==> src/logic/acs_pkg.sv <==
// Constants shared by the converter control block and its clock divider.
// Assumes an 8-bit register port with a 3-bit address and a single 200 MHz clock.
package acs_pkg;
  // Register addresses on the plain register port
  localparam logic [2:0] ADDR_CTL = 3'h0;
  localparam logic [2:0] ADDR_SETUP = 3'h1;
  localparam logic [2:0] ADDR_PINSEL = 3'h2;
  localparam logic [2:0] ADDR_RES_HI = 3'h3;
  localparam logic [2:0] ADDR_RES_LO = 3'h4;
  // Field positions
  localparam int CTL_START_BIT = 7;
  localparam int CTL_PEND_BIT = 6;
  localparam int SETUP_ONE_BIT = 7;
  localparam int SETUP_PD_BIT = 6;
  localparam int SETUP_REF_BIT = 5;
  // Reset values
  localparam logic [7:0] SETUP_RST = 8'h80;
  localparam logic [7:0] PINSEL_RST = 8'h00;
  localparam logic [3:0] CHAN_RST = 4'h0;
  localparam logic PEND_RST = 1'b1;
  // Variant masks for the smaller part
  localparam logic [7:0] PIN_MASK_SMALL = 8'h3F;
  localparam logic [3:0] CHAN_MASK_SMALL = 4'h7;
  // Conversion length in periods of the conversion clock
  localparam int CONV_TICKS = 16;
  localparam logic [3:0] CONV_LAST = 4'(CONV_TICKS - 1);
  localparam int CLK_MHZ = 200;
  // Conversion clock select codes
  localparam logic [2:0] CS_DIV2 = 3'h0;
  localparam logic [2:0] CS_DIV8 = 3'h1;
  localparam logic [2:0] CS_DIV32 = 3'h2;
  localparam logic [2:0] CS_DIV1 = 3'h4;
  localparam logic [2:0] CS_DIV4 = 3'h5;
  localparam logic [2:0] CS_DIV16 = 3'h6;

  // Last count value of the divider for a select code; undefined codes run as /2
  function automatic logic [4:0] div_last(input logic [2:0] sel);
    case (sel)
      CS_DIV1: div_last = 5'h00;
      CS_DIV2: div_last = 5'h01;
      CS_DIV4: div_last = 5'h03;
      CS_DIV8: div_last = 5'h07;
      CS_DIV16: div_last = 5'h0F;
      CS_DIV32: div_last = 5'h1F;
      default: div_last = 5'h01;
    endcase
  endfunction : div_last
endpackage : acs_pkg

==> src/logic/acs_div_if.sv <==
// Link between the control block and its conversion clock divider.
// Assumes both ends run on the same clock.
interface acs_div_if;
  logic restart;
  logic [2:0] sel;
  logic tick;
  modport ctl (output restart, output sel, input tick);
  modport div (input restart, input sel, output tick);
endinterface : acs_div_if

==> src/logic/acs_clk_div.sv <==
// Conversion clock divider: one-cycle tick at the selected fraction of the system clock.
// Assumes restart and select come from flip-flops in the control block.
module acs_clk_div (
  input wire logic clk,
  input wire logic rst,
  acs_div_if.div dv
);
  typedef struct packed {
    logic [4:0] cnt;
    logic tick;
  } acs_div_state_t;

  acs_div_state_t s_r;
  acs_div_state_t s_nxt;

  // Count to the last value, then tick; >= keeps a lowered ratio from wrapping long
  always_comb begin
    s_nxt = s_r;
    if (dv.restart) begin
      s_nxt.cnt = 5'h00;
      s_nxt.tick = 1'b0;
    end else if (s_r.cnt >= acs_pkg::div_last(dv.sel)) begin
      s_nxt.cnt = 5'h00;
      s_nxt.tick = 1'b1;
    end else begin
      s_nxt.cnt = s_r.cnt + 5'h01;
      s_nxt.tick = 1'b0;
    end
  end

  // State register
  always_ff @(posedge clk) begin
    if (rst) begin
      s_r <= '0;
    end else begin
      s_r <= s_nxt;
    end
  end

  assign dv.tick = s_r.tick;

  chk_div_half_rate: assert property (@(posedge clk) disable iff (rst)
    (dv.tick && !dv.restart && dv.sel == 3'h0) ##1 (!dv.restart && dv.sel == 3'h0) |-> !dv.tick ##1 dv.tick)
    else $error("divide-by-two tick spacing wrong");
  chk_div_full_rate: assert property (@(posedge clk) disable iff (rst)
    (dv.tick && !dv.restart && dv.sel == 3'h4) ##1 (!dv.restart && dv.sel == 3'h4) |-> dv.tick ##1 dv.tick)
    else $error("undivided tick not every cycle");
  chk_div_restart: assert property (@(posedge clk) disable iff (rst)
    dv.restart |=> !dv.tick)
    else $error("tick right after restart");
endmodule : acs_clk_div

==> src/logic/acs_adc_ctl.sv <==
// Control and sequencing logic around a 12-bit successive-approximation converter.
// Assumes the converter macro presents its result on conv_result when told the run is over,
// and that the port pin muxes and interrupt controller sit outside and obey the outputs here.
// Summary of operation
// - Power-down bit 0 keeps converter powered; 1 switches it off.
// - Setup register top bit reads 1, bits 4 and 3 read 0.
// - Reference select 0 uses supply, 1 uses external pin or regulator.
// - Reference select 1 gives shared pin its reference function, disables others.
// - Clock select codes pick f/2, /8, /32, undivided, /4, /16.
// - Pin-select bits 0..3 make port B pins 3..6 analog inputs 0..3.
// - Bits 4,5 map port C pins 0,1; large part bits 6,7 port D.
// - Small part bits 7,6 read 0; implemented pin bits reset to 0.
// - Start bit low-high-low begins one conversion on a powered converter.
// - Start held high holds a powered converter in reset, pending flag forced 1; here the flag is set only when start rises while powered, not after power-up.
// - Pending flag read-only, 1 while running, cleared when conversion finishes.
// - Each conversion end raises the converter interrupt request.
// - One conversion lasts sixteen conversion clock periods.
// - Result left-aligned: high byte bits 11..4, low byte top nibble, rest 0.
// - Channel field routes exactly one input to the converter; on the large part codes 10 to 15 route none.
// - Analog pins lose pull-high and have port direction overridden.
module acs_adc_ctl #(
  parameter bit LARGE_VARIANT = 1'b1
) (
  input wire logic clk,
  input wire logic rst,
  input wire logic [2:0] addr,
  input wire logic [7:0] wdata,
  input wire logic wr_en,
  input wire logic rd_en,
  output logic [7:0] rdata,
  input wire logic [11:0] conv_result,
  output logic conv_power_on,
  output logic conv_reset,
  output logic conv_clk_en,
  output logic [9:0] conv_channel,
  output logic ref_from_pin,
  output logic ref_pin_func,
  output logic [7:0] analog_pin_en,
  output logic [7:0] pullhigh_off,
  output logic [7:0] dir_override,
  output logic conv_done_irq
);
  // Register map on the plain port, one byte each:
  //   0 conversion control: start, pending flag (read only), two zeros, channel code
  //   1 converter setup: fixed one, power-down, reference select, two zeros, clock code
  //   2 analog pin select; the smaller part keeps only the low six bits
  //   3 and 4 result bytes, left aligned, read only
  //   5 to 7 read as zero and ignore writes
  // Reads answer one cycle after the strobe and show zero otherwise, so idle data never
  // leaks a stale register onto a shared read bus.
  typedef struct packed {
    logic start;
    logic pend;
    logic pwr_on;
    logic [3:0] chan;
    logic pd;
    logic vref;
    logic [2:0] clk_sel;
    logic [7:0] pin_en;
    logic [11:0] result;
    logic busy;
    logic [3:0] tick_cnt;
    logic restart;
    logic clk_en;
    logic done;
    logic conv_rst;
    logic [9:0] route;
    logic [7:0] rdata;
  } acs_ctl_state_t;

  localparam logic [7:0] PIN_MASK = LARGE_VARIANT ? 8'hFF : acs_pkg::PIN_MASK_SMALL;
  localparam logic [3:0] CHAN_MASK = LARGE_VARIANT ? 4'hF : acs_pkg::CHAN_MASK_SMALL;

  acs_ctl_state_t s_r;
  acs_ctl_state_t s_nxt;
  acs_div_if div_bus ();

  // Channel code to one-hot input select; bit n is analog input n, unused codes select nothing
  function automatic logic [9:0] chan_route(input logic [3:0] ch);
    logic [9:0] r;
    r = 10'h000;
    if (LARGE_VARIANT) begin
      case (ch)
        4'h6: r = 10'h100;
        4'h7: r = 10'h200;
        4'h8: r = 10'h040;
        4'h9: r = 10'h080;
        default: r = (ch < 4'h6) ? 10'(10'h001 << ch) : 10'h000;
      endcase
    end else begin
      r = 10'(10'h001 << ch[2:0]);
    end
    return r;
  endfunction : chan_route

  acs_clk_div u_div (
    .clk(clk),
    .rst(rst),
    .dv(div_bus.div)
  );

  // Divider steered from flip-flops so its restart never glitches
  assign div_bus.restart = s_r.restart;
  assign div_bus.sel = s_r.clk_sel;

  // Next-state logic: conversion progress first, then register writes override it
  always_comb begin
    s_nxt = s_r;
    s_nxt.rdata = 8'h00;
    s_nxt.done = 1'b0;
    s_nxt.clk_en = 1'b0;
    s_nxt.restart = 1'b0;
    // Stale divider ticks in the restart cycle are not counted
    if (s_r.busy && !s_r.restart && div_bus.tick && !s_r.pd) begin
      s_nxt.clk_en = 1'b1;
      if (s_r.tick_cnt == acs_pkg::CONV_LAST) begin
        s_nxt.busy = 1'b0;
        s_nxt.pend = 1'b0;
        s_nxt.result = conv_result;
        s_nxt.done = 1'b1;
      end else begin
        s_nxt.tick_cnt = s_r.tick_cnt + 4'h1;
      end
    end
    // Powering down abandons a run but leaves the flag and result alone
    if (s_r.pd) begin
      s_nxt.busy = 1'b0;
    end
    if (wr_en) begin
      case (addr)
        acs_pkg::ADDR_CTL: begin
          s_nxt.chan = wdata[3:0] & CHAN_MASK;
          s_nxt.start = wdata[acs_pkg::CTL_START_BIT];
          if (!s_r.pd) begin
            if (wdata[acs_pkg::CTL_START_BIT] && !s_r.start) begin
              s_nxt.pend = 1'b1;
              s_nxt.busy = 1'b0;
              s_nxt.done = 1'b0;
              s_nxt.result = s_r.result; // Aborted run keeps the old result
            end else if (!wdata[acs_pkg::CTL_START_BIT] && s_r.start) begin
              s_nxt.busy = 1'b1;
              s_nxt.pend = 1'b1;
              s_nxt.tick_cnt = 4'h0;
              s_nxt.restart = 1'b1;
            end
          end
        end
        acs_pkg::ADDR_SETUP: begin
          s_nxt.pd = wdata[acs_pkg::SETUP_PD_BIT];
          s_nxt.vref = wdata[acs_pkg::SETUP_REF_BIT];
          s_nxt.clk_sel = wdata[2:0];
        end
        acs_pkg::ADDR_PINSEL: begin
          s_nxt.pin_en = wdata & PIN_MASK;
        end
        default: begin
        end
      endcase
    end
    // Converter held in reset while start stays high on a powered converter
    s_nxt.conv_rst = s_nxt.start && !s_nxt.pd;
    s_nxt.route = chan_route(s_nxt.chan);
    s_nxt.pwr_on = !s_nxt.pd;
    if (rd_en) begin
      case (addr)
        acs_pkg::ADDR_CTL: s_nxt.rdata = {s_r.start, s_r.pend, 2'b00, s_r.chan};
        acs_pkg::ADDR_SETUP: s_nxt.rdata = {1'b1, s_r.pd, s_r.vref, 2'b00, s_r.clk_sel};
        acs_pkg::ADDR_PINSEL: s_nxt.rdata = s_r.pin_en;
        acs_pkg::ADDR_RES_HI: s_nxt.rdata = s_r.result[11:4];
        acs_pkg::ADDR_RES_LO: s_nxt.rdata = {s_r.result[3:0], 4'h0};
        default: s_nxt.rdata = 8'h00;
      endcase
    end
  end

  // State register with documented power-on values
  always_ff @(posedge clk) begin
    if (rst) begin
      s_r <= '0;
      s_r.pend <= acs_pkg::PEND_RST;
      s_r.chan <= acs_pkg::CHAN_RST;
      s_r.pd <= acs_pkg::SETUP_RST[acs_pkg::SETUP_PD_BIT];
      s_r.vref <= acs_pkg::SETUP_RST[acs_pkg::SETUP_REF_BIT];
      s_r.clk_sel <= acs_pkg::SETUP_RST[2:0];
      s_r.pin_en <= acs_pkg::PINSEL_RST;
      s_r.route <= 10'h001;
      s_r.pwr_on <= !acs_pkg::SETUP_RST[acs_pkg::SETUP_PD_BIT];
    end else begin
      s_r <= s_nxt;
    end
  end

  // Outputs taken straight from the state flip-flops
  assign rdata = s_r.rdata;
  assign conv_power_on = s_r.pwr_on;
  assign conv_reset = s_r.conv_rst;
  assign conv_clk_en = s_r.clk_en;
  assign conv_channel = s_r.route;
  assign ref_from_pin = s_r.vref;
  assign ref_pin_func = s_r.vref;
  assign analog_pin_en = s_r.pin_en;
  assign pullhigh_off = s_r.pin_en;
  assign dir_override = s_r.pin_en;
  assign conv_done_irq = s_r.done;

  // Helper: conversion clock periods seen since the last run began
  logic [4:0] seen_ticks_r;
  always_ff @(posedge clk) begin
    if (rst || s_r.restart) begin
      seen_ticks_r <= 5'h00;
    end else if (s_r.clk_en) begin
      seen_ticks_r <= seen_ticks_r + 5'h01;
    end
  end

  chk_power_follows: assert property (@(posedge clk) disable iff (rst)
    (wr_en && addr == 3'h1) |=> conv_power_on == !$past(wdata[6]))
    else $error("power output does not follow power-down bit");
  chk_setup_fixed_bits: assert property (@(posedge clk) disable iff (rst)
    (rd_en && addr == 3'h1) |=> rdata[7] && rdata[4:3] == 2'b00)
    else $error("setup fixed bits read wrong");
  chk_ref_select: assert property (@(posedge clk) disable iff (rst)
    (wr_en && addr == 3'h1) |=> ref_from_pin == $past(wdata[5]) && ref_pin_func == ref_from_pin)
    else $error("reference select not applied");
  chk_pin_enable: assert property (@(posedge clk) disable iff (rst)
    (wr_en && addr == 3'h2) |=> analog_pin_en == ($past(wdata) & PIN_MASK))
    else $error("pin select not stored as masked");
  chk_pin_override: assert property (@(posedge clk) disable iff (rst)
    pullhigh_off == analog_pin_en && dir_override == analog_pin_en)
    else $error("analog pin keeps pull-high or direction");
  chk_start_reset: assert property (@(posedge clk) disable iff (rst)
    (wr_en && addr == 3'h0 && wdata[7] && !s_r.start && !s_r.pd) |=> conv_reset && s_r.pend && !s_r.busy)
    else $error("rising start did not reset converter");
  chk_start_runs: assert property (@(posedge clk) disable iff (rst)
    (wr_en && addr == 3'h0 && !wdata[7] && s_r.start && !s_r.pd) |=> s_r.busy && s_r.restart ##1 !conv_reset)
    else $error("falling start did not begin conversion");
  chk_conv_length: assert property (@(posedge clk) disable iff (rst)
    conv_done_irq |-> seen_ticks_r == 5'h0F && conv_clk_en)
    else $error("conversion not sixteen periods");
  chk_done_clears: assert property (@(posedge clk) disable iff (rst)
    $rose(conv_done_irq) |-> !s_r.pend && $past(s_r.pend) && $past(s_r.busy) ##1 !conv_done_irq)
    else $error("pending flag or request wrong at end");
  chk_pd_ignores: assert property (@(posedge clk) disable iff (rst)
    (s_r.pd && wr_en && addr == 3'h0) |=> $stable(s_r.pend) && $stable(s_r.result) && !s_r.busy)
    else $error("start acted while powered down");
  chk_result_align: assert property (@(posedge clk) disable iff (rst)
    (rd_en && addr == 3'h4) |=> rdata[3:0] == 4'h0 && rdata[7:4] == $past(s_r.result[3:0]))
    else $error("low result byte misaligned");
  chk_chan_onehot: assert property (@(posedge clk) disable iff (rst)
    $onehot0(conv_channel) && (s_r.chan >= 4'hA || $onehot(conv_channel)))
    else $error("channel route not one-hot");

  // Guards on run sequencing and the read path
  // Completion request lasts exactly one cycle
  chk_irq_single: assert property (@(posedge clk) disable iff (rst)
    conv_done_irq |=> !conv_done_irq)
    else $error("completion request longer than one cycle");
  // No conversion clock pulses reach the macro outside a run
  chk_clk_en_idle: assert property (@(posedge clk) disable iff (rst)
    !s_r.busy |=> !conv_clk_en)
    else $error("conversion clock pulse while idle");
  // Pending flag moves only through a run or a control write
  chk_pend_steady: assert property (@(posedge clk) disable iff (rst)
    (!s_r.busy && !(wr_en && addr == acs_pkg::ADDR_CTL)) |=> $stable(s_r.pend))
    else $error("pending flag changed with no cause");
  // Result registers change only together with the completion request
  chk_result_steady: assert property (@(posedge clk) disable iff (rst)
    !conv_done_irq |-> $stable(s_r.result))
    else $error("result changed outside completion");
  // Smaller part never shows its two missing pin bits
  chk_pin_trim: assert property (@(posedge clk) disable iff (rst)
    LARGE_VARIANT || analog_pin_en[7:6] == 2'h0)
    else $error("missing pin bits set on smaller part");
  // A powered-down converter never runs
  chk_run_powered: assert property (@(posedge clk) disable iff (rst)
    s_r.pd |=> !s_r.busy)
    else $error("run continued while powered down");
  // Divider restart always opens a fresh count
  chk_restart_clean: assert property (@(posedge clk) disable iff (rst)
    s_r.restart |-> s_r.busy && s_r.tick_cnt == 4'h0)
    else $error("restart without a fresh run");
  // Converter held in reset is never mid-run
  chk_reset_idle: assert property (@(posedge clk) disable iff (rst)
    conv_reset |-> !s_r.busy)
    else $error("converter reset during a run");
  // Control read shows the pending flag and zero unused bits
  chk_ctl_read: assert property (@(posedge clk) disable iff (rst)
    (rd_en && addr == acs_pkg::ADDR_CTL) |=> rdata[6] == $past(s_r.pend) && rdata[5:4] == 2'h0)
    else $error("control read wrong");
  // Clock code reaches the divider one cycle after the write
  chk_clk_sel_write: assert property (@(posedge clk) disable iff (rst)
    (wr_en && addr == acs_pkg::ADDR_SETUP) |=> div_bus.sel == $past(wdata[2:0]))
    else $error("clock code not passed to divider");
  // High result byte carries bits 11 to 4
  chk_result_high: assert property (@(posedge clk) disable iff (rst)
    (rd_en && addr == acs_pkg::ADDR_RES_HI) |=> rdata == $past(s_r.result[11:4]))
    else $error("high result byte misaligned");
endmodule : acs_adc_ctl

==> config.mk <==
export PLATFORM = sky130hd
export DESIGN_NAME = acs_adc_ctl
export DESIGN_NICKNAME = d
export VERILOG_FILES = /design/src/logic/acs_pkg.sv /design/src/logic/acs_div_if.sv /design/src/logic/acs_clk_div.sv /design/src/logic/acs_adc_ctl.sv
export SDC_FILE = /design/constraint.sdc
export NUM_CORES = 1
export LEC_CHECK = 0
export ABC_AREA = 0
export BUFFER_PORTS_ARGS = -buffer_cell sky130_fd_sc_hd__buf_2
export CAP_MARGIN = 20
export CORE_AREA = 2 2 84 86
export DETAILED_ROUTE_END_ITERATION = 10
export DIE_AREA = 0 0 86 88
export PLACE_DENSITY = 0.75
export SLEW_MARGIN = 10
export SYNTH_ARGS = -nofsm -noshare
export SYNTH_HDL_FRONTEND = slang
export SYNTH_HIERARCHICAL = 1
export SYNTH_SLANG_ARGS = --single-unit
export TNS_END_PERCENT = 10
==> constraint.sdc <==
create_clock -name clk -period 2.1 [get_ports clk]
set_clock_uncertainty 0.05 [all_clocks]
set_input_delay 0.105 -clock clk [delete_from_list [all_inputs] [get_ports clk]]
set_output_delay 0.105 -clock clk [all_outputs]
set_load 0.02 [all_outputs]
==> results_dict.tcl, run 1 <==
set metrics [dict create \
    final_nets 434 \
    ir_worst_vdd_mv 0.312 \
    core_area_um2 6640 \
    synth_ff_type "dfxtp_1" \
    gp_congestion 0.810 \
    rows 30 \
    start_util 0.491 \
    clkSlewWorstSetupHoldPaths_ps 70 \
    ctsHtreeMaxLevel 3 \
    min_path_type "in -> reg" \
    ios 75 \
    syn_to_final_growth_pct 15.3 \
    drt-vias-per-instance 5.03 \
    grt_util_met1 0.217 \
    grt_pass1_vias 2156 \
    detail_route.wl_per_cell_um 13.7 \
    start_kind "register" \
    drc 0 \
    period_share 0.940 \
    setup_viol 0 \
    worstPathRequired_ps 2310 \
    antenna_found_initial 0 \
    nFillCells 581 \
    fin_crit_ps 1970 \
    synth_edf_count 0 \
    arrival_ps 2180 \
    final_util 0.567 \
    fmax_ghz 0.507 \
    cts_resized 0 \
    syn_nets 381 \
    numClockSinks 65 \
    first_iter_violations 144 \
    synth_area_per_cell_um2 9.52 \
    drv_slew 0 \
    place_inst 448 \
    yosysUniqueCellTypes 54 \
    hold_viol 0 \
    synth_seq_area_share 0.399 \
    cts_buffers 9 \
    slew_headroom 0.693 \
    ys_warn_count 6 \
    p_leak_uw 0.00165 \
    syn_inst 343 \
    slowest_stage "dfxtp_1" \
    grt_busiest_layer "met2" \
    num_vias 2418 \
    final_cells 481 \
    synth-seq-cells 65 \
    cp_num_buf_inv 2 \
    setup_tns_ps 0 \
    overflow 0 \
    cts-root-buf "clkbuf_8" \
    path_cells "inv_1, ha_1, inv_1, nand3_1, ha_1, nand2b_1, a31oi_1, o21ai_2, nor3_1" \
    track_usage 0.180 \
    cp_top_family "adder cells" \
    die_h_um 88 \
    cts_max_path_buffers 2 \
    antenna_cells 0 \
    critPathMaxFanout 6 \
    critPathCaptureType "register" \
    grt_max_degree 29 \
    die_x_um 86 \
    final_cell_mix "buf_2, dfxtp_1, nand2_1" \
    layout-drive-gt1-share 0.294 \
    clock_latency_ps 340 \
    post_cts_buffers 0 \
    layout.cells.most_common "buf_2" \
    dr.pass1.iters 4 \
    gr-usage-met3 0.0481 \
    grt_use_met2 0.299 \
    ant_nets 0 \
    die_area_um2 7570 \
    critPathMaxStageDelay_ps 370 \
    power-per-cell-area_nw_per_um2 709 \
    grt_pass1_wl_um 10300 \
    dpl.hpwl_um 4660 \
    routed_wirelength_um 6580 \
    async_flop_share 0 \
    outcome "completed" \
    cts_tree "built" \
    worst_slew_pin_slew_ps 455 \
    drv_cap 0 \
    rsz0062_at_grt "yes" \
    synth_area_um2 3260 \
    io_buffer_count 74 \
    worstSetupPathType "reg -> reg" \
]
-- per-stage QoR --
step                area (um2)  total power, uW  hold slack, ps  worst slack (ps)
finish                    3760             2670            18.1               126
global route              3760             2780            32.9             -27.8
CTS                       3760             2690            4.43               140
detailed placement        3400             1660             315               147
global placement          3400             1650             294               207
floorplan                 3260             1580             191               284
-- where the power goes --
| group | leakage, uW | total, uW | switching (uW) | internal, uW |
|---|---|---|---|---|
| Clock | 0.000102 | 1000 | 450 | 554 |
| Combinational | 0.00102 | 356 | 192 | 164 |
| Sequential | 0.000525 | 1310 | 37.8 | 1270 |
| Total | 0.00165 | 2670 | 680 | 1990 |
-- flip-flops by register name, indices dropped and copies added, names as in the netlist --
| register | count |
|---|---|
| analog_pin_en | 8 |
| conv_channel | 10 |
| conv_clk_en | 1 |
| conv_done_irq | 1 |
| conv_power_on | 1 |
| conv_reset | 1 |
| div_bus.restart | 1 |
| div_bus.sel | 3 |
| rdata | 8 |
| ref_from_pin | 1 |
| s_r | 24 |
| u_div/dv.tick | 1 |
| u_div/s_r | 5 |
-- cell type report --
class                   count  area (um2)  share of cell area
clock buffers              14         183              0.0485
clock inverters             2        10.0             0.00266
inverters                  11        41.3              0.0110
multi-input cells         208        1510               0.402
flip-flops and latches     65        1300               0.346
well taps                  80         100              0.0266
repair buffers            101         616               0.164
-- Yosys cell counts, drive strengths merged (2+ instances only) --
master	instances	area share
xor2	2	0.0054
mux4	3	0.021
nand2b	4	0.0077
clkbuf	7	0.0081
nor4bb	3	0.0092
mux2	3	0.011
nand3	6	0.0092
dfxtp	65	0.40
ha	11	0.042
inv	11	0.013
mux2i	36	0.11
or2	3	0.0057
and2	2	0.0038
a21oi	11	0.017
nor2	22	0.025
or3	2	0.0038
buf	52	0.12
nor3	16	0.028
nand2	39	0.045
and3	4	0.0077
o21ai	5	0.0088
nor2b	13	0.025
-- tightest hold or removal path, stage by stage --
cell and delay (ps):
buf_2 140, nand2_1 60, a21oi_1 50
-- metal layers --
layer | up-vias | routed length (um)
li1 | 1238 | -
met1 | 1119 | 2950
met2 | 50 | 3210
met3 | 11 | 253
met4 | 0 | 161
met5 | - | 0
-- path summary, 6_finish.rpt --
kind         slack (ps)      endpoint  depth (start not counted)           start
max                 130  u_div/s_r[4]                          9  div_bus.sel[0]
min                  20       s_r[52]                          3        wdata[0]
max reg2reg         130  u_div/s_r[4]                          9  div_bus.sel[0]
min reg2reg         420       s_r[38]                          2         s_r[38]
-- repair_timing --
action / in CTS / in global routing
hold buffers: 17 / 0
endpoints found under the setup margin: 0 / 2
hold endpoints to repair: 18 / 0
-- logic make-up after synthesis --
kind of cell	after synthesis	synth area share
AND/OR/NAND/NOR	121	0.200
flip-flops	65	0.399
AO/OA/AOI/OAI	31	0.0675
buffers and inverters	70	0.140
XOR/XNOR	3	0.00805
adder cells (fa/ha/maj)	11	0.0422
multiplexers	42	0.144
Power figures use the tool's default switching activity.
==> run 2: changes to the inputs <==
--- a/config.mk
+++ b/config.mk
@@ -11,6 +11,7 @@
 export CORE_AREA = 2 2 84 86
 export DETAILED_ROUTE_END_ITERATION = 10
 export DIE_AREA = 0 0 86 88
+export GPL_TIMING_DRIVEN = 0
 export PLACE_DENSITY = 0.75
 export SLEW_MARGIN = 10
 export SYNTH_ARGS = -nofsm -noshare
==> run 2 against run 1 <==
Against the previous run: clock power rose by 17%; sequential cell count did not move; worst setup slack improved by 26 ps; core utilization rose by 4.9 points; hold slack got worse by 15 ps; via count rose by 9.8%; clock-buffer cell count fell by 5; final cell count rose by 9.1%; power rose by 6.9%; combinational power rose by 4%; die area did not move; largest cell class unchanged.
==> results_dict.tcl, run 2 (synthesized netlist as in run 1, its figures left out) <==
set metrics [dict create \
    numClockSinks 65 \
    ir_worst_vdd_mv 0.373 \
    critPathCaptureType "register" \
    power-per-cell-area_nw_per_um2 698 \
    die_x_um 86 \
    cts_max_path_buffers 2 \
    clock_latency_ps 340 \
    worstPathRequired_ps 2270 \
    period_share 0.928 \
    min_path_type "in -> reg" \
    hold_viol 0 \
    layout.cells.most_common "buf_2" \
    first_iter_violations 95 \
    final_cell_mix "buf_2, dfxtp_1, buf_4" \
    core_area_um2 6640 \
    drc 0 \
    fin_crit_ps 1950 \
    outcome "completed" \
    rows 30 \
    arrival_ps 2120 \
    largest_reg_flops 24 \
    die_h_um 88 \
    antenna_found_initial 0 \
    syn_to_final_growth_pct 25.3 \
    drv_slew 0 \
    clkSlewWorstSetupHoldPaths_ps 80 \
    cts_buffers 9 \
    detail_route.wl_per_cell_um 13.8 \
    internal-power_uw 2110 \
    overflow 0 \
    total_power_uw 2850 \
    final_cells 525 \
    slew_headroom 0.378 \
    start_util 0.491 \
    final_nets 478 \
    grt_max_degree 13 \
    p_leak_uw 0.00186 \
    dr.pass1.iters 4 \
    regMostFlops "s_r" \
    grt_pass1_vias 2554 \
    io_buffer_count 73 \
    power_frac_comb 0.130 \
    p_sw_frac 0.261 \
    antenna_cells 0 \
    die_area_um2 7570 \
    num_vias 2655 \
    cts_tree "built" \
    layout-drive-gt1-share 0.364 \
    grt_pass1_wl_um 11700 \
    drt-vias-per-instance 5.06 \
    worstSetupPathType "reg -> reg" \
    gp_congestion 0.859 \
    critPathMaxFanout 6 \
    place_inst 496 \
    worst_slew_pin_slew_ps 920 \
    routed_wirelength_um 7230 \
    track_usage 0.197 \
    start_kind "register" \
    ant_nets 0 \
    seqPwrFrac 0.458 \
    netSwitchingPower_uw 746 \
    fmax_ghz 0.513 \
    dpl.hpwl_um 5330 \
    setup_viol 0 \
    clkPwrFrac 0.411 \
    drv_cap 0 \
    ctsHtreeMaxLevel 3 \
    ios 75 \
    rr_worst_depth 9 \
    cts-root-buf "clkbuf_8" \
    worstHoldPathCells 3 \
]
run 2: cell types whose count changed in the layout (fill, tap and decap cells not counted), moves of 4 or more:
| cell | delta |
|---|---|
| clkbuf_1 | +6 |
| dlygate4sd3_1 | -4 |
| clkinvlp_4 | +4 |
| clkbuf_8 | -4 |
| buf_4 | +34 |
run 2: layout make-up:
class                   instances  area (um2)
clock buffers                   9         124
clock inverters                 7        95.1
fillers                       563        2550
inverters                      11        41.3
flip-flops and latches         65        1300
well taps                      80         100
multi-input cells             208        1520
repair buffers                 86         495
plain buffers                  59         414
run 2: final timing paths:
kind | slack, ps | to | startpoint
setup / recovery | 150 | u_div/dv.tick | div_bus.sel[0]
hold / removal | 3 | s_r[29] | conv_result[2]
setup reg to reg | 150 | u_div/dv.tick | div_bus.sel[0]
hold reg to reg | 420 | s_r[28] | s_r[28]
run 2: repair_timing:
item	4_1_cts	5_1_grt
hold buffers	13	0
resized for setup	0	4
endpoints found under the setup margin	0	6
buffers inserted	0	0
endpoints found under the hold margin	13	0
run 2: power groups by stage:
| stage | clock network (uW) | registers [uW] | logic [uW] |
|---|---|---|---|
| floorplan | 0 | 1330 | 251 |
| global placement | 0 | 1340 | 335 |
| detailed placement | 0 | 1340 | 348 |
| CTS | 1180 | 1310 | 368 |
| global route | 1230 | 1310 | 419 |
| finish | 1170 | 1310 | 372 |
run 2: critical path, cell delays in order (launching register included):
cell	delay (ps)
dfxtp_2	360
inv_1	80
ha_1	290
inv_1	70
nand3_1	80
ha_1	280
nand2b_1	140
a31oi_1	180
o21ai_2	140
nor2b_1	150
run 2: routing by layer:
| layer | vias to the layer above | global-route usage | share of wire |
|---|---|---|---|
| met1 | 1259 | 0.232 | 0.44 |
| met3 | 13 | 0.0377 | 0.037 |
| met4 | 0 | 0.0895 | 0.022 |
| li1 | 1323 | - | - |
| met2 | 60 | 0.349 | 0.50 |
| met5 | - | 0 | 0 |
run 2: per-stage QoR:
| stage | hold slack (ps) | setup TNS [ps] | instance area, um2 | utilization | worst slack, ps |
|---|---|---|---|---|---|
| 2_1_floorplan | 191 | 0 | 3260 | - | 284 |
| 3_3_place_gp | 292 | 0 | 3730 | 0.561 | 138 |
| 3_5_place_dp | 311 | 0 | 3730 | 0.561 | 100 |
| 4_1_cts | 1.18 | 0 | 4080 | 0.614 | 71.2 |
| 5_1_grt | 4.77 | -50.5 | 4090 | 0.616 | -16.6 |
| 6_report | 3.42 | 0 | 4090 | 0.616 | 152 |
==> run 3: changes to the inputs <==
--- a/config.mk
+++ b/config.mk
@@ -8,11 +8,11 @@
 export ABC_AREA = 0
 export BUFFER_PORTS_ARGS = -buffer_cell sky130_fd_sc_hd__buf_2
 export CAP_MARGIN = 20
-export CORE_AREA = 2 2 84 86
+export CORE_AREA = 2 2 91 93
 export DETAILED_ROUTE_END_ITERATION = 10
-export DIE_AREA = 0 0 86 88
+export DIE_AREA = 0 0 93 95
 export GPL_TIMING_DRIVEN = 0
-export PLACE_DENSITY = 0.75
+export PLACE_DENSITY = 0.65
 export SLEW_MARGIN = 10
 export SYNTH_ARGS = -nofsm -noshare
 export SYNTH_HDL_FRONTEND = slang
==> constraint.sdc (replaced) <==
create_clock -name clk -period 2.1 [get_ports clk]
set_clock_uncertainty 0.05 [all_clocks]
set_input_delay 0.105 -clock clk [delete_from_list [all_inputs] [get_ports clk]]
set_output_delay 0.105 -clock clk [all_outputs]
set_load 0.1 [all_outputs]
==> run 3 against run 2 <==
Against the previous run: combinational power increased by 24%; routed wire length decreased by 1.4%; non-clock buffer count increased by 4; sequential share of layout area decreased by 0.17 points; global-route usage decreased by 3.0 points; final cell count increased by 5.5%; largest power group unchanged; worst setup slack improved by 14 ps; first-iteration DRC count decreased by 41%; register-to-register slack about the same.
==> results_dict.tcl, run 3 (synthesized netlist as in run 1, its figures left out) <==
set metrics [dict create \
    detail_route.wl_per_cell_um 12.9 \
    fmax_ghz 0.517 \
    worstSetupStartpoint "div_bus.sel[0]" \
    regMostFlops "s_r" \
    rr_worst_depth 9 \
    setup_viol 0 \
    core_area_um2 7930 \
    fin_crit_ps 1930 \
    path_cells "inv_1, ha_1, inv_1, nand3_1, ha_1, nand2b_1, a31oi_1, o21ai_2, nor3_1" \
    numClockSinks 65 \
    drv_slew 0 \
    die_x_um 93 \
    critPathCaptureType "register" \
    final_cell_mix "buf_2, dfxtp_1, buf_4" \
    rows 33 \
    cts_buffers 9 \
    drc 0 \
    final_nets 482 \
    slew_headroom 0.394 \
    cts_max_path_buffers 2 \
    dpl.hpwl_um 5380 \
    dr.pass1.iters 4 \
    critPathMaxStageDelay_ps 370 \
    ir_worst_vdd_mv 0.293 \
    power-per-cell-area_nw_per_um2 664 \
    post_cts_buffers 0 \
    track_usage 0.167 \
    largest_reg_flops 24 \
    dpl_worst_slack_ps 87.5 \
    routed_wirelength_um 7130 \
    cts-root-buf "clkbuf_8" \
    grt_max_degree 14 \
    hold_viol 0 \
    nFillCells 739 \
    io_buffer_count 73 \
    clock_latency_ps 340 \
    ant_nets 0 \
    start_util 0.412 \
    antenna_cells 0 \
    hp-start "wdata[2]" \
    rsz0062_at_grt "no" \
    ctsHtreeMaxLevel 3 \
    start_kind "register" \
    reg2reg_from "div_bus.sel[0]" \
    grt_pass1_wl_um 11400 \
    drv_cap 0 \
    antenna_found_initial 0 \
    critPathMaxFanout 6 \
    num_vias 2589 \
    worst_slew_pin_slew_ps 896 \
    die_h_um 95 \
    worstHoldPathCells 3 \
    gp_congestion 0.770 \
    worstSetupPathType "reg -> reg" \
    overflow 0 \
    first_iter_violations 56 \
    clkSlewWorstSetupHoldPaths_ps 80 \
    grt_pass1_vias 2342 \
    worstHoldEndpoint "s_r[54]" \
    slowest_stage "dfxtp_2" \
    cts_tree "built" \
    worst_slack_ps 166 \
    layout-drive-gt1-share 0.356 \
    outcome "completed" \
    syn_to_final_growth_pct 26.0 \
    p_leak_uw 0.00185 \
    ios 75 \
    arrival_ps 2150 \
    setup_tns_ps 0 \
    rr_endpoint "u_div/s_r[4]" \
    drt-vias-per-instance 4.67 \
    layout.cells.most_common "buf_2" \
    min_path_type "in -> reg" \
    period_share 0.921 \
    worstPathRequired_ps 2320 \
    r2r_slack_ps 170 \
    die_area_um2 8840 \
]
[run 3: changes by cell type in the layout (fill, tap and decap cells not counted), sizes merged]
cell / change
inv: +1
clkinv: +1
bufinv: -2
dlygate4sd3: +4
[run 3: power by group]
group | total (uW) | switching (uW) | internal [uW]
Combinational | 461 | 284 | 178
Clock | 962 | 528 | 435
Sequential | 1310 | 37.0 | 1270
[run 3: per-layer routing]
layer | vias to the layer above | routed length (um) | GRT usage
met5 | - | 0 | 0
met4 | 0 | 99 | 0.0711
met3 | 9 | 285 | 0.0303
met2 | 58 | 3540 | 0.280
met1 | 1190 | 3200 | 0.212
li1 | 1332 | - | -
[run 3: timing repair]
item | CTS | global route
resized for setup | 0 | 2
endpoints found under the hold margin | 18 | 0
hold buffers | 17 | 0
endpoints found under the setup margin | 0 | 6
[run 3: cell type report]
| class | instances | area, um2 | area share |
|---|---|---|---|
| Multi-Input combinational cell | 208 | 1510 | 0.366 |
| Clock buffer | 9 | 124 | 0.0301 |
| Clock inverter | 7 | 56.3 | 0.0137 |
| Sequential cell | 65 | 1300 | 0.317 |
| Timing Repair Buffer | 90 | 536 | 0.130 |
| Inverter | 11 | 41.3 | 0.0100 |
| Tap cell | 105 | 131 | 0.0319 |
| Buffer | 59 | 414 | 0.101 |
[run 3: stage by stage]
stage	total power, uW	util	area [um2]	hold WS (ps)	cells
finish	2730	0.519	4110	17.0	554
global placement	1770	0.474	3760	293	521
floorplan	1680	-	3260	191	343
global route	2860	0.519	4110	11.2	554
detailed placement	1780	0.474	3760	315	521
CTS	2750	0.519	4110	3.14	554
[run 3: critical path: cells and delay by family (launching register included)]
family | cells | cell delay (ps)
buffers and inverters | 2 | 150
adder cells (fa/ha/maj) | 2 | 560
AO/OA/AOI/OAI | 2 | 330
flip-flops | 1 | 370
AND/OR/NAND/NOR | 3 | 400
[run 3: how the worst max path moves through the flow]
stage,end,slack (ps),cells past startpoint
6_report,u_div/s_r[4],170,9
5_1_grt,u_div/s_r[4],30,9
4_1_cts,u_div/s_r[4],60,9
3_5_place_dp,u_div/s_r[4],90,9
3_3_place_gp,u_div/dv.tick,130,9
2_1_floorplan,u_div/dv.tick,280,9
